[config.mk]
export PLATFORM = sky130hd
export DESIGN_NAME = bkrcsm_top
export DESIGN_NICKNAME = d
export VERILOG_FILES = /design/src/rtl/bkrcsm_pkg.sv /design/src/rtl/bkrcsm_breaker.sv /design/src/rtl/bkrcsm_top.sv
export SDC_FILE = /design/constraint.sdc
export NUM_CORES = 1
export LEC_CHECK = 0
export ABC_AREA = 0
export BUFFER_PORTS_ARGS = -buffer_cell sky130_fd_sc_hd__buf_2
export CORE_MARGIN = 5
export CORE_UTILIZATION = 59
export CTS_BUF_LIST = sky130_fd_sc_hd__clkbuf_16
export DETAILED_ROUTE_END_ITERATION = 10
export PLACE_DENSITY = 0.76
export RECOVER_POWER = 25
export SLEW_MARGIN = 10
export SYNTH_ARGS = -nofsm -noshare
export SYNTH_HDL_FRONTEND = slang
export SYNTH_SLANG_ARGS = --single-unit
[constraint.sdc]
create_clock -name aclk -period 3.6 [get_ports aclk]
set_input_delay 0.36 -clock aclk [delete_from_list [all_inputs] [get_ports aclk]]
set_output_delay 0.36 -clock aclk [all_outputs]
set_load 0.02 [all_outputs]
[src/rtl/bkrcsm_pkg.sv]
// Summary of operation
// A breaker with its function disabled issues no control action at all.
// Panel open/close requests count only while panel button control is enabled.
// Each breaker holds a six-character label for displayed messages.
// Three-pole mode commands all poles; one-pole mode allows per-pole or all; the code has one open and one close command for all poles in both modes.
// Open command is asserted while the selected open operand is true.
// Close command is asserted while the selected close operand is true; the code holds it low while the open command is asserted.
// Position inputs read 0 whenever the tracked pole is open.
// Three-pole mode takes the whole breaker state from phase A alone.
// One-pole mode tracks A, B and C from their own inputs.
// Three-pole mode ignores the phase B and C position inputs.
// The external alarm input is sampled and made visible to breaker logic.
// No pole disagreement while poles differ for less than the alarm delay.
// Two independent breakers; a single-breaker use must use breaker one.
// Disagreement flag rises after full delay and clears when poles agree.
// A panel selection deselects itself after a timeout, only with panel control.
package bkrcsm_pkg;

  // ==========================================================
  // Register map
  // ==========================================================
  localparam logic [7:0] BKRCSM_CTRL0_OFS = 8'h00;
  localparam logic [7:0] BKRCSM_DLY0_OFS = 8'h04;
  localparam logic [7:0] BKRCSM_SBO0_OFS = 8'h08;
  localparam logic [7:0] BKRCSM_LBLL0_OFS = 8'h0C;
  localparam logic [7:0] BKRCSM_LBLH0_OFS = 8'h10;
  localparam logic [7:0] BKRCSM_STAT0_OFS = 8'h14;
  localparam logic [7:0] BKRCSM_BANK_STRIDE = 8'h20;
  localparam logic [7:0] BKRCSM_WORD_MASK = 8'h1C;
  localparam logic [7:0] BKRCSM_BANK_MASK = 8'hE0;

  // Control bit positions
  localparam int BKRCSM_CTRL_FUNC_EN = 0;
  localparam int BKRCSM_CTRL_PANEL_EN = 1;
  localparam int BKRCSM_CTRL_ONE_POLE = 2;

  localparam logic [31:0] BKRCSM_CTRL_RST = 32'h0000_0000;
  localparam logic [31:0] BKRCSM_DLY_RST = 32'h0000_0032;
  localparam logic [31:0] BKRCSM_SBO_RST = 32'h0000_0032;
  localparam logic [31:0] BKRCSM_LBL_RST = 32'h0000_0000;
  localparam logic [31:0] BKRCSM_ZERO = 32'h0000_0000;

  // One millisecond tick at 50 MHz
  localparam int BKRCSM_CLK_HZ = 50_000_000;
  localparam int BKRCSM_TICK_US = 1000;
  localparam int BKRCSM_TICK_CYC = BKRCSM_CLK_HZ / 1_000_000 * BKRCSM_TICK_US;

  localparam logic [1:0] BKRCSM_RESP_OKAY = 2'b00;
  localparam logic [1:0] BKRCSM_RESP_SLVERR = 2'b10;

  typedef struct packed {
    logic open_op;
    logic close_op;
    logic pos_a;
    logic pos_b;
    logic pos_c;
    logic alarm;
    logic btn_sel;
    logic btn_open;
    logic btn_close;
  } bkrcsm_in_t;

  typedef struct packed {
    logic open_cmd;
    logic close_cmd;
    logic closed_a;
    logic closed_b;
    logic closed_c;
    logic disagree;
    logic alarm;
    logic selected;
  } bkrcsm_out_t;

  typedef struct packed {
    logic func_en;
    logic panel_en;
    logic one_pole;
    logic [15:0] alarm_dly_ms;
    logic [15:0] sbo_ms;
  } bkrcsm_cfg_t;

  typedef enum logic [2:0] {
    BKRCSM_SEL_IDLE = 3'b001,
    BKRCSM_SEL_ARMED = 3'b010,
    BKRCSM_SEL_HOLD = 3'b100
  } bkrcsm_sel_t;

endpackage

[src/rtl/bkrcsm_breaker.sv]
`timescale 1ns/10ps
module bkrcsm_breaker (
  input wire logic aclk,
  input wire logic aresetn,
  input wire logic tick,
  input wire bkrcsm_pkg::bkrcsm_cfg_t cfg,
  input wire bkrcsm_pkg::bkrcsm_in_t in_s,
  output bkrcsm_pkg::bkrcsm_out_t out_r
);
  import bkrcsm_pkg::*;

  logic [15:0] dis_cnt_r;
  logic [15:0] sbo_cnt_r;
  bkrcsm_sel_t sel_r;
  bkrcsm_sel_t sel_nxt;
  bkrcsm_out_t out_nxt;

  // ==========================================================
  // Pole position
  // ==========================================================
  wire pb_eff = cfg.one_pole ? in_s.pos_b : in_s.pos_a;
  wire pc_eff = cfg.one_pole ? in_s.pos_c : in_s.pos_a;
  wire poles_differ = cfg.one_pole &&
    !((in_s.pos_a == in_s.pos_b) && (in_s.pos_a == in_s.pos_c));
  wire dly_done = (dis_cnt_r >= cfg.alarm_dly_ms);

  // ==========================================================
  // Select-before-operate
  // ==========================================================
  wire sbo_gate = cfg.func_en && cfg.panel_en;
  wire sbo_expired = (sbo_cnt_r >= cfg.sbo_ms);
  wire is_sel = (sel_r == BKRCSM_SEL_ARMED);
  wire btn_open_ok = is_sel && in_s.btn_open;
  wire btn_close_ok = is_sel && in_s.btn_close;

  always_comb begin
    sel_nxt = sel_r;
    case (sel_r)
      BKRCSM_SEL_IDLE: if (sbo_gate && in_s.btn_sel) sel_nxt = BKRCSM_SEL_ARMED;
      BKRCSM_SEL_ARMED: begin
        if (!sbo_gate || sbo_expired) begin
          sel_nxt = BKRCSM_SEL_HOLD;
        end
      end
      // Wait for select release so a held button cannot reselect
      BKRCSM_SEL_HOLD: if (!in_s.btn_sel) sel_nxt = BKRCSM_SEL_IDLE;
      default: sel_nxt = BKRCSM_SEL_IDLE;
    endcase
  end

  always_comb begin
    out_nxt = '0;
    out_nxt.open_cmd = cfg.func_en && (in_s.open_op || btn_open_ok);
    out_nxt.close_cmd = cfg.func_en && !out_nxt.open_cmd &&
      (in_s.close_op || btn_close_ok);
    out_nxt.closed_a = in_s.pos_a;
    out_nxt.closed_b = pb_eff;
    out_nxt.closed_c = pc_eff;
    out_nxt.disagree = cfg.func_en && poles_differ && dly_done;
    out_nxt.alarm = in_s.alarm;
    out_nxt.selected = (sel_nxt == BKRCSM_SEL_ARMED);
  end

  always_ff @(posedge aclk) begin
    if (!aresetn) begin
      dis_cnt_r <= '0;
      sbo_cnt_r <= '0;
      sel_r <= BKRCSM_SEL_IDLE;
      out_r <= '0;
    end else begin
      sel_r <= sel_nxt;
      out_r <= out_nxt;
      if (!poles_differ) dis_cnt_r <= '0;
      else if (tick && !dly_done) dis_cnt_r <= dis_cnt_r + 16'h0001;
      if (!is_sel) sbo_cnt_r <= '0;
      else if (tick && !sbo_expired) sbo_cnt_r <= sbo_cnt_r + 16'h0001;
    end
  end

  dis_clear_a: assert property (@(posedge aclk) disable iff (!aresetn)
    !poles_differ |=> !out_r.disagree)
    else $error("disagree not cleared");
  dis_early_a: assert property (@(posedge aclk) disable iff (!aresetn)
    (out_r.disagree && cfg.alarm_dly_ms != 16'h0000) |->
    $past(dis_cnt_r) >= cfg.alarm_dly_ms)
    else $error("disagree before delay");
  func_off_a: assert property (@(posedge aclk) disable iff (!aresetn)
    !cfg.func_en |=> !out_r.open_cmd && !out_r.close_cmd)
    else $error("command while disabled");
  open_cmd_a: assert property (@(posedge aclk) disable iff (!aresetn)
    (cfg.func_en && in_s.open_op) |=> out_r.open_cmd)
    else $error("open not asserted");
  close_cmd_a: assert property (@(posedge aclk) disable iff (!aresetn)
    (cfg.func_en && in_s.close_op && !in_s.open_op && !btn_open_ok)
    |=> out_r.close_cmd)
    else $error("close not asserted");
  three_pole_a: assert property (@(posedge aclk) disable iff (!aresetn)
    !cfg.one_pole |=> out_r.closed_b == out_r.closed_a &&
    out_r.closed_c == out_r.closed_a && !out_r.disagree)
    else $error("three-pole uses B or C");
  one_pole_a: assert property (@(posedge aclk) disable iff (!aresetn)
    cfg.one_pole |=> out_r.closed_b == $past(in_s.pos_b) &&
    out_r.closed_c == $past(in_s.pos_c))
    else $error("one-pole tracking wrong");
  panel_gate_a: assert property (@(posedge aclk) disable iff (!aresetn)
    !cfg.panel_en |=> !out_r.selected)
    else $error("select without panel control");
  alarm_pass_a: assert property (@(posedge aclk) disable iff (!aresetn)
    1'b1 |=> out_r.alarm == $past(in_s.alarm))
    else $error("alarm not passed");

endmodule

[src/rtl/bkrcsm_top.sv]
// The AXI4-Lite slave port and the register addresses were left to the implementer.
`timescale 1ns/10ps
module bkrcsm_top (
  input wire logic aclk,
  input wire logic aresetn,
  input wire logic [7:0] s_axi_awaddr,
  input wire logic s_axi_awvalid,
  output logic s_axi_awready,
  input wire logic [31:0] s_axi_wdata,
  input wire logic [3:0] s_axi_wstrb,
  input wire logic s_axi_wvalid,
  output logic s_axi_wready,
  output logic [1:0] s_axi_bresp,
  output logic s_axi_bvalid,
  input wire logic s_axi_bready,
  input wire logic [7:0] s_axi_araddr,
  input wire logic s_axi_arvalid,
  output logic s_axi_arready,
  output logic [31:0] s_axi_rdata,
  output logic [1:0] s_axi_rresp,
  output logic s_axi_rvalid,
  input wire logic s_axi_rready,
  input wire bkrcsm_pkg::bkrcsm_in_t bkr1_in,
  input wire bkrcsm_pkg::bkrcsm_in_t bkr2_in,
  output bkrcsm_pkg::bkrcsm_out_t bkr1_out,
  output bkrcsm_pkg::bkrcsm_out_t bkr2_out
);
  import bkrcsm_pkg::*;

  // ==========================================================
  // Input synchronisers
  // ==========================================================
  bkrcsm_in_t [1:0] meta_r;
  bkrcsm_in_t [1:0] sync_r;

  always_ff @(posedge aclk) begin
    if (!aresetn) begin
      meta_r <= '0;
      sync_r <= '0;
    end else begin
      meta_r <= {bkr2_in, bkr1_in};
      sync_r <= meta_r;
    end
  end

  // ==========================================================
  // Millisecond tick
  // ==========================================================
  logic [15:0] tick_cnt_r;
  logic tick_r;
  wire tick_wrap = (tick_cnt_r == 16'(BKRCSM_TICK_CYC - 1));

  always_ff @(posedge aclk) begin
    if (!aresetn) begin
      tick_cnt_r <= '0;
      tick_r <= 1'b0;
    end else begin
      tick_cnt_r <= tick_wrap ? 16'h0000 : tick_cnt_r + 16'h0001;
      tick_r <= tick_wrap;
    end
  end

  // ==========================================================
  // Registers, one bank per breaker
  // ==========================================================
  logic [31:0] ctrl_r [2];
  logic [31:0] dly_r [2];
  logic [31:0] sbo_r [2];
  logic [31:0] lbll_r [2];
  logic [31:0] lblh_r [2];
  bkrcsm_cfg_t cfg [2];
  bkrcsm_out_t bout [2];

  function automatic logic [31:0] merge(input logic [31:0] old_v,
                                        input logic [31:0] new_v,
                                        input logic [3:0] strb);
    logic [31:0] res;
    res = old_v;
    for (int i = 0; i < 4; i++) begin
      if (strb[i]) res[i*8 +: 8] = new_v[i*8 +: 8];
    end
    return res;
  endfunction

  // Bank index 0 or 1; anything above is unmapped
  function automatic logic addr_ok(input logic [7:0] a);
    logic [7:0] w;
    w = a & BKRCSM_WORD_MASK;
    return ((a & BKRCSM_BANK_MASK) <= BKRCSM_BANK_STRIDE) &&
      (w <= BKRCSM_STAT0_OFS) && (a[1:0] == 2'b00);
  endfunction

  function automatic logic addr_bank(input logic [7:0] a);
    return (a & BKRCSM_BANK_MASK) == BKRCSM_BANK_STRIDE;
  endfunction

  // ==========================================================
  // AXI4-Lite write
  // ==========================================================
  logic aw_held_r;
  logic w_held_r;
  logic [7:0] awaddr_r;
  logic [31:0] wdata_r;
  logic [3:0] wstrb_r;
  wire aw_take = s_axi_awvalid && s_axi_awready;
  wire w_take = s_axi_wvalid && s_axi_wready;
  wire aw_have = aw_held_r || aw_take;
  wire w_have = w_held_r || w_take;
  wire [7:0] wa = aw_held_r ? awaddr_r : s_axi_awaddr;
  wire [31:0] wd = w_held_r ? wdata_r : s_axi_wdata;
  wire [3:0] ws = w_held_r ? wstrb_r : s_axi_wstrb;
  wire wr_fire = aw_have && w_have && !s_axi_bvalid;
  wire wr_ok = addr_ok(wa) && ((wa & BKRCSM_WORD_MASK) != BKRCSM_STAT0_OFS);
  wire wr_bank = addr_bank(wa);
  wire [7:0] wr_word = wa & BKRCSM_WORD_MASK;

  always_ff @(posedge aclk) begin
    if (!aresetn) begin
      s_axi_awready <= 1'b0;
      s_axi_wready <= 1'b0;
      s_axi_bvalid <= 1'b0;
      s_axi_bresp <= BKRCSM_RESP_OKAY;
      aw_held_r <= 1'b0;
      w_held_r <= 1'b0;
      awaddr_r <= '0;
      wdata_r <= '0;
      wstrb_r <= '0;
    end else begin
      s_axi_awready <= !aw_have && !s_axi_bvalid && !wr_fire;
      s_axi_wready <= !w_have && !s_axi_bvalid && !wr_fire;
      if (aw_take) awaddr_r <= s_axi_awaddr;
      if (w_take) begin
        wdata_r <= s_axi_wdata;
        wstrb_r <= s_axi_wstrb;
      end
      if (wr_fire) begin
        aw_held_r <= 1'b0;
        w_held_r <= 1'b0;
        s_axi_bvalid <= 1'b1;
        s_axi_bresp <= wr_ok ? BKRCSM_RESP_OKAY : BKRCSM_RESP_SLVERR;
      end else begin
        aw_held_r <= aw_have;
        w_held_r <= w_have;
        if (s_axi_bvalid && s_axi_bready) s_axi_bvalid <= 1'b0;
      end
    end
  end

  always_ff @(posedge aclk) begin
    if (!aresetn) begin
      for (int b = 0; b < 2; b++) begin
        ctrl_r[b] <= BKRCSM_CTRL_RST;
        dly_r[b] <= BKRCSM_DLY_RST;
        sbo_r[b] <= BKRCSM_SBO_RST;
        lbll_r[b] <= BKRCSM_LBL_RST;
        lblh_r[b] <= BKRCSM_LBL_RST;
      end
    end else if (wr_fire && wr_ok) begin
      case (wr_word)
        BKRCSM_CTRL0_OFS: ctrl_r[wr_bank] <= merge(ctrl_r[wr_bank], wd, ws);
        BKRCSM_DLY0_OFS: dly_r[wr_bank] <= merge(dly_r[wr_bank], wd, ws);
        BKRCSM_SBO0_OFS: sbo_r[wr_bank] <= merge(sbo_r[wr_bank], wd, ws);
        // Label: six characters, four in the low word, two in the high
        BKRCSM_LBLL0_OFS: lbll_r[wr_bank] <= merge(lbll_r[wr_bank], wd, ws);
        BKRCSM_LBLH0_OFS: lblh_r[wr_bank] <= merge(lblh_r[wr_bank], wd,
                                                  ws & 4'b0011);
        default: ;
      endcase
    end
  end

  // ==========================================================
  // AXI4-Lite read
  // ==========================================================
  wire ar_take = s_axi_arvalid && s_axi_arready;
  wire rd_bank = addr_bank(s_axi_araddr);
  wire [7:0] rd_word = s_axi_araddr & BKRCSM_WORD_MASK;
  logic [31:0] rd_val;

  always_comb begin
    rd_val = BKRCSM_ZERO;
    case (rd_word)
      BKRCSM_CTRL0_OFS: rd_val = ctrl_r[rd_bank] & 32'h0000_0007;
      BKRCSM_DLY0_OFS: rd_val = dly_r[rd_bank] & 32'h0000_FFFF;
      BKRCSM_SBO0_OFS: rd_val = sbo_r[rd_bank] & 32'h0000_FFFF;
      BKRCSM_LBLL0_OFS: rd_val = lbll_r[rd_bank];
      BKRCSM_LBLH0_OFS: rd_val = lblh_r[rd_bank];
      BKRCSM_STAT0_OFS: rd_val = {24'h00_0000, bout[rd_bank]};
      default: rd_val = BKRCSM_ZERO;
    endcase
  end

  always_ff @(posedge aclk) begin
    if (!aresetn) begin
      s_axi_arready <= 1'b0;
      s_axi_rvalid <= 1'b0;
      s_axi_rdata <= BKRCSM_ZERO;
      s_axi_rresp <= BKRCSM_RESP_OKAY;
    end else begin
      s_axi_arready <= !s_axi_rvalid && !ar_take;
      if (ar_take) begin
        s_axi_rvalid <= 1'b1;
        s_axi_rdata <= addr_ok(s_axi_araddr) ? rd_val : BKRCSM_ZERO;
        s_axi_rresp <= addr_ok(s_axi_araddr) ? BKRCSM_RESP_OKAY
                                              : BKRCSM_RESP_SLVERR;
      end else if (s_axi_rvalid && s_axi_rready) begin
        s_axi_rvalid <= 1'b0;
      end
    end
  end

  // ==========================================================
  // Two independent breakers; bank 0 is breaker one
  // ==========================================================
  genvar g;
  generate
    for (g = 0; g < 2; g++) begin : g_bkr
      assign cfg[g].func_en = ctrl_r[g][BKRCSM_CTRL_FUNC_EN];
      assign cfg[g].panel_en = ctrl_r[g][BKRCSM_CTRL_PANEL_EN];
      assign cfg[g].one_pole = ctrl_r[g][BKRCSM_CTRL_ONE_POLE];
      assign cfg[g].alarm_dly_ms = dly_r[g][15:0];
      assign cfg[g].sbo_ms = sbo_r[g][15:0];
      bkrcsm_breaker u_bkr (
        .aclk(aclk),
        .aresetn(aresetn),
        .tick(tick_r),
        .cfg(cfg[g]),
        .in_s(sync_r[g]),
        .out_r(bout[g])
      );
    end
  endgenerate

  assign bkr1_out = bout[0];
  assign bkr2_out = bout[1];

  bank_split_a: assert property (@(posedge aclk) disable iff (!aresetn)
    (!ctrl_r[1][BKRCSM_CTRL_FUNC_EN]) |=> !bkr2_out.open_cmd)
    else $error("breaker two acted while disabled");
  label_hi_a: assert property (@(posedge aclk) disable iff (!aresetn)
    lblh_r[0][31:16] == 16'h0000 && lblh_r[1][31:16] == 16'h0000)
    else $error("label longer than six characters");

endmodule

==> results of run 1 <==
## worst max-delay path, stage by stage (launching register included)
cell and delay, ps:
dfxtp_1 440, a21oi_2 80, or3_1 390, or4_1 770, nor4_2 620, nand2_1 390
nand2_1 380
## per-stage QoR
stage	area, sq um	setup slack (ps)	instances	total power, mW
global route	20000	48.1	2328	9.93
global placement	18700	409	2253	5.48
finish	20000	199	2328	9.62
CTS	20000	278	2327	9.66
detailed placement	18700	317	2253	5.50
floorplan	17600	844	1776	5.25
## worst paths after layout
check,startpoint,endpoint,slack [ps],cells past startpoint
worst max register to register,aw_held_r$_SDFF_PP0_,lblh_r[0][2]$_SDFFCE_PN0P_,200,6
worst max-delay path,aw_held_r$_SDFF_PP0_,lblh_r[0][2]$_SDFFCE_PN0P_,200,6
worst min-delay path,bkr1_in[6],meta_r[6]$_SDFF_PN0_,30,2
worst min register to register,meta_r[7]$_SDFF_PN0_,sync_r[7]$_SDFF_PN0_,430,1
## cell type report
type                    count  area, sq um
diodes                      1         2.50
clock buffers              44         1100
clock inverters            30          253
fillers                  2261         9600
inverters                  83          312
multi-input cells        1230         7520
flip-flops and latches    390         9470
well taps                 390          488
repair buffers            160          811
## flip-flops by register name, indices dropped and copies added, names as in the netlist, 6 cells and up
| register | flops |
|---|---|
| tick_cnt_r | 16 |
| meta_r | 18 |
| g_bkr.u_bkr.sel_r | 6 |
| s_axi_rdata | 32 |
| g_bkr.u_bkr.sbo_cnt_r | 32 |
| g_bkr.u_bkr.out_r | 16 |
| wdata_r | 32 |
| sync_r | 18 |
| sbo_r | 32 |
| g_bkr.u_bkr.dis_cnt_r | 32 |
| lblh_r | 32 |
| dly_r | 32 |
| awaddr_r | 8 |
| lbll_r | 64 |
| ctrl_r | 6 |
## synthesized netlist by cell type, types with 3 or more instances
cell type,number
and2_1,47
nor4_1,5
or4_1,22
nand2_4,4
o31ai_1,15
or3_1,23
o22ai_1,16
edfxtp_1,166
ha_1,69
nor3_1,22
and4_1,7
inv_1,82
a221o_1,4
buf_1,11
mux2_2,11
a22oi_1,9
buf_4,3
xor2_1,23
nand4_1,37
nand3_1,48
a211oi_1,10
nor2b_1,8
dfxtp_1,224
nand2_1,225
a21oi_1,129
o21ai_0,73
nor2_1,229
and3b_1,3
or2_2,4
xnor2_1,12
and3_1,14
mux2i_1,76
nor3b_1,7
a21o_1,3
a2111oi_0,3
o221ai_1,3
o21a_1,5
nand2b_1,14
o211ai_1,10
buf_2,3
a31oi_1,4
mux4_2,11
clkbuf_1,55
## power groups by stage
stage | Combinational (mW) | Sequential [mW] | Clock [mW]
final | 0.627 | 4.79 | 4.21
after global routing | 0.675 | 4.80 | 4.46
after CTS | 0.623 | 4.79 | 4.25
after detailed placement | 0.619 | 4.88 | 0
after global placement | 0.605 | 4.87 | 0
after floorplan | 0.383 | 4.86 | 0
## routing by layer
| layer | GRT usage (%) | vias up |
|---|---|---|
| li1 | - | 6565 |
| met1 | 33.9 | 6441 |
| met3 | 5.76 | 113 |
| met5 | 0 | - |
| met2 | 42.3 | 574 |
| met4 | 8.98 | 8 |
## logic make-up after synthesis
group / after synthesis / share of synthesized area [%]
AND/OR/NAND/NOR: 727 / 19.6
multiplexers: 98 / 6.44
AO/OA/AOI/OAI: 299 / 10.0
flip-flops: 390 / 53.8
buffers and inverters: 156 / 3.46
adder cells (fa/ha/maj): 69 / 4.91
other: 1 / 0.0213
XOR/XNOR: 35 / 1.74
==> results.cfg, run 1 <==
[power_and_ir_drop]
power_frac_clock_pct = 43.7
p_sw_share_pct = 22.9
p_switching_mw = 2.20
power.density_nw_per_um2 = 482
peakVddDrop_v = 0.000475
p_leak_nw = 7.59
seq_power_share_pct = 49.7
internal-power_mw = 7.42
power_frac_comb_pct = 6.5

[drt]
first_pass_iters = 6
drt-initial-drc-count = 1196
highest_layer = met5
ant_nets = 0
dr_wl_met3_mm = 3.89
vias = 13700
met1_length_mm = 17.7
route.met2.wl_mm = 20.7
vias_per_cell = 5.89
drc = 0
avgRoutedWirePerCell_microns = 18.9
wl_mm = 44.0

[placed_design]
io_buffers = 131
gp_congestion = 0.923
dp_hpwl_mm = 31.5

[timing]
holdWs_ps = 29.6
slew_viol_final = 94
rsz0062_at_grt = false
final_hold_viol_count = 0
finalCritPeriodShare_pct = 94.5
maxSlewHeadroom_pct = -79.2
worstMarginPinSlew_ps = 2690
fin_skew_ps = 22.4
max_freq_mhz = 294
finalCriticalPeriod_ps = 3400
fin_setup_tns_ps = 0
setup_violations = 0

[synthesis]
yosysTopAreaCell = edfxtp_1
async_flop_share_pct = 0
synth_top_area_share_pct = 28.3
synth_edf_count = 166
synth.avg_cell_area_sq_um = 9.91
synth_area_leaders = edfxtp_1 (28%), dfxtp_1 (25%), ha_1 (4.9%)
ys_ff_latch = 390
synth_area_sq_um = 17600
ys_seq_area_share_pct = 53.8
synth_cell_type_count = 64
ys.flop_type = dfxtp_1
yosysWarnings = 0
syn_inst = 1775

[cts]
ctsRootBufferMaster = clkbuf_16
cts_tree = yes
cts_buffers = 41
clock_latency_ps = 540
clockBufferDepth = 3
clk_pin_slew_ps = 60
cts_sinks = 390
htreeDepth = 2
cts-resized-gates = 0
post_cts_buffers = 0
hold_buffers = 0

[layout]
fin_util_pct = 67.5
drive_gt1_share_pct = 10.5
mostFrequentLayoutCells = nor2_1 (229), nand2_1 (225), dfxtp_1 (223)
final_common_cell = nor2_1
syn2layout_area_growth_pct = 13.5
final_net_count = 2052

[floorplan]
fp.dieArea_sq_um = 33400
die_h_microns = 183
ios = 134
dieWidth_microns = 183
initial_core_util_pct = 59.5
rows = 63
core-area_sq_um = 29600

[min_path]
hold_path_class = in -> reg

[grt]
antenna_found_initial = 5
globalRouteTotalUtil_pct = 25.8
grt_overflow_total = 0
grt_pass1_wl_mm = 69.1
grt_max_degree = 76
grt_pass1_vias = 13200

[status]
violations = max-capacitance violations, max-slew violations
status = finished with violations

[setup_path]
worst-path-max-fanout = 9
required_ps = 3800
critPathCaptureType = register
path_class = reg -> reg
cp-start-kind = register
arrival_ps = 3600

[job]
max-cap-violations = 2
Power figures use the tool's default switching activity.
==> inputs of run 2 (changes only) <==
--- a/config.mk
+++ b/config.mk
@@ -7,12 +7,13 @@
 export LEC_CHECK = 0
 export ABC_AREA = 0
 export BUFFER_PORTS_ARGS = -buffer_cell sky130_fd_sc_hd__buf_2
+export CAP_MARGIN = 0
 export CORE_MARGIN = 5
-export CORE_UTILIZATION = 59
+export CORE_UTILIZATION = 35
 export CTS_BUF_LIST = sky130_fd_sc_hd__clkbuf_16
 export DETAILED_ROUTE_END_ITERATION = 10
-export PLACE_DENSITY = 0.76
-export RECOVER_POWER = 25
+export PLACE_DENSITY = 0.49
+export RECOVER_POWER = 50
 export SLEW_MARGIN = 10
 export SYNTH_ARGS = -nofsm -noshare
 export SYNTH_HDL_FRONTEND = slang
==> run 2 against run 1 <==
The flow still finishes with violations (max-capacitance violations, max-slew violations). Sequential power hardly changed. Die area is 64% higher. Maximum frequency is 3.3% higher. Total power hardly changed. Combinational power is 8.6% higher. Clock power is 1% lower. Largest power group unchanged.
==> results.cfg, run 2 (same netlist as run 1, synthesis figures left out) <==
[grt]
grt_pass1_wl_mm = 75.0
antenna_found_initial = 6
grt_max_degree = 76
grt_pass1_vias = 13100
globalRouteTotalUtil_pct = 17.6
grt_overflow_total = 0

[timing]
fin_setup_tns_ps = 0
maxSlewHeadroom_pct = -42.7
max_freq_mhz = 304
rsz0062_at_grt = false
holdWs_ps = 33.3
finalCriticalPeriod_ps = 3290
slew_viol_final = 43
fin_skew_ps = 22.4
worstMarginPinSlew_ps = 2140
finalCritPeriodShare_pct = 91.4
setup_violations = 0
final_hold_viol_count = 0

[layout]
fill_cells = 4957
largest_register_ffs = 64
syn2layout_area_growth_pct = 16.9
final_common_cell = nor2_1
fin_cells = 2655
drive_gt1_share_pct = 10.7
mostFrequentLayoutCells = nor2_1 (229), nand2_1 (225), dfxtp_1 (223)
top_register = lbll_r
final_net_count = 2090

[placed_design]
gp_congestion = 0.850
io_buffers = 131
dp_hpwl_mm = 35.9
dp_cells = 2553

[power_and_ir_drop]
power_frac_comb_pct = 7.1
power_frac_clock_pct = 43.2
p_switching_mw = 2.32
seq_power_share_pct = 49.8
internal-power_mw = 7.29
peakVddDrop_v = 0.000294
p_sw_share_pct = 24.2
power.density_nw_per_um2 = 468
p_leak_nw = 7.70

[min_path]
whs_path_depth = 2
hold_path_class = in -> reg

[floorplan]
ios = 134
fp.dieArea_sq_um = 54800
dieWidth_microns = 234
rows = 82
initial_core_util_pct = 35.2
core-area_sq_um = 50000
die_h_microns = 234

[setup_path]
cp-start-kind = register
path_cells = a21oi_1 > or3_1 > or4_1 > nor3_4 > nand2_4 > nand2_1
required_ps = 3820
cp_top_family = simple AND/OR/NAND/NOR gates
critPathCaptureType = register
crit_buf_inv = 0
arrival_ps = 3510
cp_slowest_cell = or4_1
max_stage_delay_ps = 780
worst-path-max-fanout = 9
reg2reg_depth = 6
worst-path-stages = 6
path_class = reg -> reg

[drt]
vias_per_cell = 5.09
avgRoutedWirePerCell_microns = 18.4
vias = 13500
wl_mm = 49.0
drt-initial-drc-count = 802
drc = 0
first_pass_iters = 5
ant_nets = 0

[cts]
cts_sinks = 390
post_cts_buffers = 0
ctsRootBufferMaster = clkbuf_16
clockBufferDepth = 3
clk_pin_slew_ps = 60
htreeDepth = 2
cts_buffers = 44
cts_tree = yes
clock_latency_ps = 570

[status]
violations = max-capacitance violations, max-slew violations
status = finished with violations

[job]
max-cap-violations = 1
-- run 2: worst paths after layout --
| check | from | end | slack [ps] |
|---|---|---|---|
| worst max-delay path | aw_held_r$_SDFF_PP0_ | dly_r[0][8]$_SDFFCE_PN0P_ | 310 |
| worst min-delay path | bkr2_in[8] | meta_r[17]$_SDFF_PN0_ | 30 |
| worst max register to register | aw_held_r$_SDFF_PP0_ | dly_r[0][8]$_SDFFCE_PN0P_ | 310 |
| worst min register to register | sync_r[3]$_SDFF_PN0_ | g_bkr[0].u_bkr.out_r[1]$_SDFF_PN0_ | 430 |
-- run 2: cell type report --
class / count / area (sq um) / area share, %
flip-flops and latches: 390 / 9470 / 46.1
multi-input cells: 1230 / 7520 / 36.6
clock buffers: 45 / 1130 / 5.48
repair buffers: 195 / 1080 / 5.27
well taps: 672 / 841 / 4.09
inverters: 83 / 312 / 1.52
clock inverters: 36 / 198 / 0.962
diodes: 4 / 10.0 / 0.0487
-- run 2: what timing repair did --
action,4_1_cts,5_1_grt
hold buffers,17,0
resized for setup,0,0
endpoints found under the hold margin,17,0
-- run 2: layer usage --
| layer | vias up | global-route usage [%] | routed length, microns |
|---|---|---|---|
| met1 | 6433 | 24.4 | 22600 |
| met5 | - | 0 | 13 |
| met2 | 327 | 28.1 | 22400 |
| met4 | 2 | 5.67 | 1390 |
| met3 | 94 | 3.10 | 2520 |
| li1 | 6662 | - | - |
-- run 2: worst register-to-register path, cell delays in order, from the launching register on --
cell and delay, ps:
dfxtp_1 510, a21oi_1 120, or3_1 380, or4_1 780, nor3_4 640, nand2_4 180
nand2_1 330
-- run 2: stage by stage --
stage | setup slack [ps] | area [sq um] | total power [mW] | util [%]
2_1_floorplan | 844 | 17600 | 5.25 | -
3_3_place_gp | 435 | 19200 | 5.55 | 38.4
3_5_place_dp | 341 | 19200 | 5.56 | 38.4
4_1_cts | 347 | 20700 | 9.73 | 41.4
5_1_grt | 147 | 20500 | 9.99 | 41.1
6_report | 308 | 20600 | 9.62 | 41.1
-- run 2: power by group through the flow --
stage	registers [mW]	logic (mW)	clock network, mW
floorplan	4.86	0.383	0
global placement	4.88	0.670	0
detailed placement	4.88	0.679	0
CTS	4.79	0.695	4.25
global route	4.80	0.741	4.45
finish	4.79	0.681	4.15
==> inputs of run 3 (changes only) <==
--- a/config.mk
+++ b/config.mk
@@ -12,7 +12,6 @@
 export CORE_UTILIZATION = 35
 export CTS_BUF_LIST = sky130_fd_sc_hd__clkbuf_16
 export DETAILED_ROUTE_END_ITERATION = 10
-export PLACE_DENSITY = 0.49
 export RECOVER_POWER = 50
 export SLEW_MARGIN = 10
 export SYNTH_ARGS = -nofsm -noshare
==> run 3 against run 2 <==
The run still ends with max-capacitance violations, max-slew violations left. Critical path depth is 1 higher. Via count decreased by 0.35%. Non-clock buffer count fell by 2. First-iteration DRC count up 24%. Count of clock-buffer cells in the layout shrank 1. Clock power is essentially flat. Setup slack better by 38 ps. Sequential cell count did not move.
==> results.cfg, run 3 (same netlist as run 1, synthesis figures left out) <==
[status]
violations = max-capacitance violations, max-slew violations
status = finished with violations

[timing]
slew_viol_final = 110
final_hold_viol_count = 0
fin_setup_tns_ps = 0
worstMarginPinSlew_ps = 2140
setup_ws_ps = 346
maxSlewHeadroom_pct = -42.5
fin_skew_ps = 31.6
finalCriticalPeriod_ps = 3250
finalCritPeriodShare_pct = 90.4
rsz0062_at_grt = false
max_freq_mhz = 307
setup_violations = 0

[setup_path]
critPathCaptureType = register
path_class = reg -> reg
reg2reg_from = aw_held_r$_SDFF_PP0_
required_ps = 3800
reg2reg_depth = 7
r2r-end = dly_r[1][8]$_SDFFCE_PN0P_
worst-path-max-fanout = 10
cp-start-kind = register
rrSetupSlack_ps = 350
arrival_ps = 3450

[grt]
antenna_found_initial = 2
grt_pass1_vias = 13000
globalRouteTotalUtil_pct = 16.6
grt_use_met2_pct = 26.6
use_met1_pct = 22.4
gr-usage-met3_pct = 3.43
busiest_layer = met2
grt_pass1_wl_mm = 71.5
grt_overflow_total = 0
grt_max_degree = 76

[power_and_ir_drop]
peakVddDrop_v = 0.000376
p_sw_share_pct = 23.9
p_leak_nw = 7.64
seq_power_share_pct = 49.7
internal-power_mw = 7.33
p_switching_mw = 2.30
power_frac_clock_pct = 43.4
power.density_nw_per_um2 = 469
power_frac_comb_pct = 6.9

[floorplan]
fp.dieArea_sq_um = 54800
ios = 134
core-area_sq_um = 50000
die_h_microns = 234
dieWidth_microns = 234
rows = 82
initial_core_util_pct = 35.2

[placed_design]
gp_congestion = 0.910
pre_cts_ws_ps = 376
dp_hpwl_mm = 34.1
io_buffers = 131
dp_cells = 2544

[cts]
post_cts_buffers = 0
ctsRootBufferMaster = clkbuf_16
cts-resized-gates = 0
htreeDepth = 2
hold_buffers = 24
cts_sinks = 390
clock_latency_ps = 570
cts_buffers = 42
cts_tree = yes
clockBufferDepth = 3
clk_pin_slew_ps = 60

[layout]
top_register = lbll_r
regArea_sq_um = 9470
drive_gt1_share_pct = 9.88
fin_cells = 2646
syn2layout_area_growth_pct = 16.7
fill_cells = 4867
mostFrequentLayoutCells = nor2_1 (229), nand2_1 (229), dfxtp_1 (223)
final_net_count = 2086
largest_register_ffs = 64
multi_input_area_sq_um = 7460

[drt]
avgRoutedWirePerCell_microns = 17.6
vias = 13500
first_pass_iters = 6
wl_mm = 46.5
vias_per_cell = 5.09
drt-initial-drc-count = 991
ant_nets = 0
drc = 0

[min_path]
whs_path_depth = 2
hold_path_class = in -> reg
min_to = meta_r[9]$_SDFF_PN0_
min_from = bkr2_in[0]

[job]
max-cap-violations = 3
run 3: cell count changes in the layout (fill, tap and decap cells not counted), moves of 5 or more:
cell / previous run / this run
and2_0: 9 / 15
and2_1: 38 / 32
buf_4: 36 / 31
clkbuf_1: 66 / 61
clkinv_2: 11 / 4
dlygate4sd3_1: 17 / 24
inv_1: 94 / 99
run 3: critical path, cell delays in order, from the launching register on:
cell and delay [ps]:
dfxtp_1 510, a21oi_1 120, or3_1 380, or4_1 770, nor3_1 320, buf_4 230
nand2_1 200, nand2_1 350
run 3: layout make-up:
cell class / instances / share of cell area, %
antenna: 1 / 0.0122
clock buffer: 44 / 5.36
clock inverter: 33 / 1.16
inverter: 83 / 1.52
multi-input combinational: 1230 / 36.4
sequential: 390 / 46.1
tap: 672 / 4.10
timing repair buffer: 193 / 5.37
run 3: layer usage:
layer  part of all wire [%]  wire (microns)  up-vias
li1                       -               -     6631
met1                     44           20500     6325
met2                     46           21300      412
met3                    6.9            3190      101
met4                    3.3            1520        2
met5                  0.015               7        -
run 3: worst max path at each step:
stage / start / end
4_1_cts: aw_held_r$_SDFF_PP0_ / sbo_r[0][4]$_SDFFCE_PN1P_
3_3_place_gp: aw_held_r$_SDFF_PP0_ / sbo_r[0][1]$_SDFFCE_PN1P_
3_5_place_dp: aw_held_r$_SDFF_PP0_ / lbll_r[1][19]$_SDFFCE_PN0P_
5_1_grt: aw_held_r$_SDFF_PP0_ / dly_r[0][12]$_SDFFCE_PN0P_
6_report: aw_held_r$_SDFF_PP0_ / dly_r[1][8]$_SDFFCE_PN0P_
2_1_floorplan: s_axi_wready$_SDFF_PN0_ / dly_r[0][10]$_SDFFCE_PN0P_
run 3: stage by stage:
stage | utilization [%] | instance area [sq um] | power [mW] | hold slack, ps
after CTS | 41.4 | 20700 | 9.74 | 0.203
after floorplan | - | 17600 | 5.25 | 412
after global routing | 41.1 | 20500 | 9.97 | 6.69
after global placement | 38.2 | 19100 | 5.52 | 415
after detailed placement | 38.2 | 19100 | 5.54 | 417
final | 41.1 | 20500 | 9.63 | 23.6
run 3: power by group through the flow:
stage               registers, mW  clock network (mW)  logic, mW
floorplan                    4.86                   0      0.383
global placement             4.88                   0      0.645
detailed placement           4.88                   0      0.654
CTS                          4.79                4.28      0.677
global route                 4.80                4.45      0.727
finish                       4.79                4.17      0.666
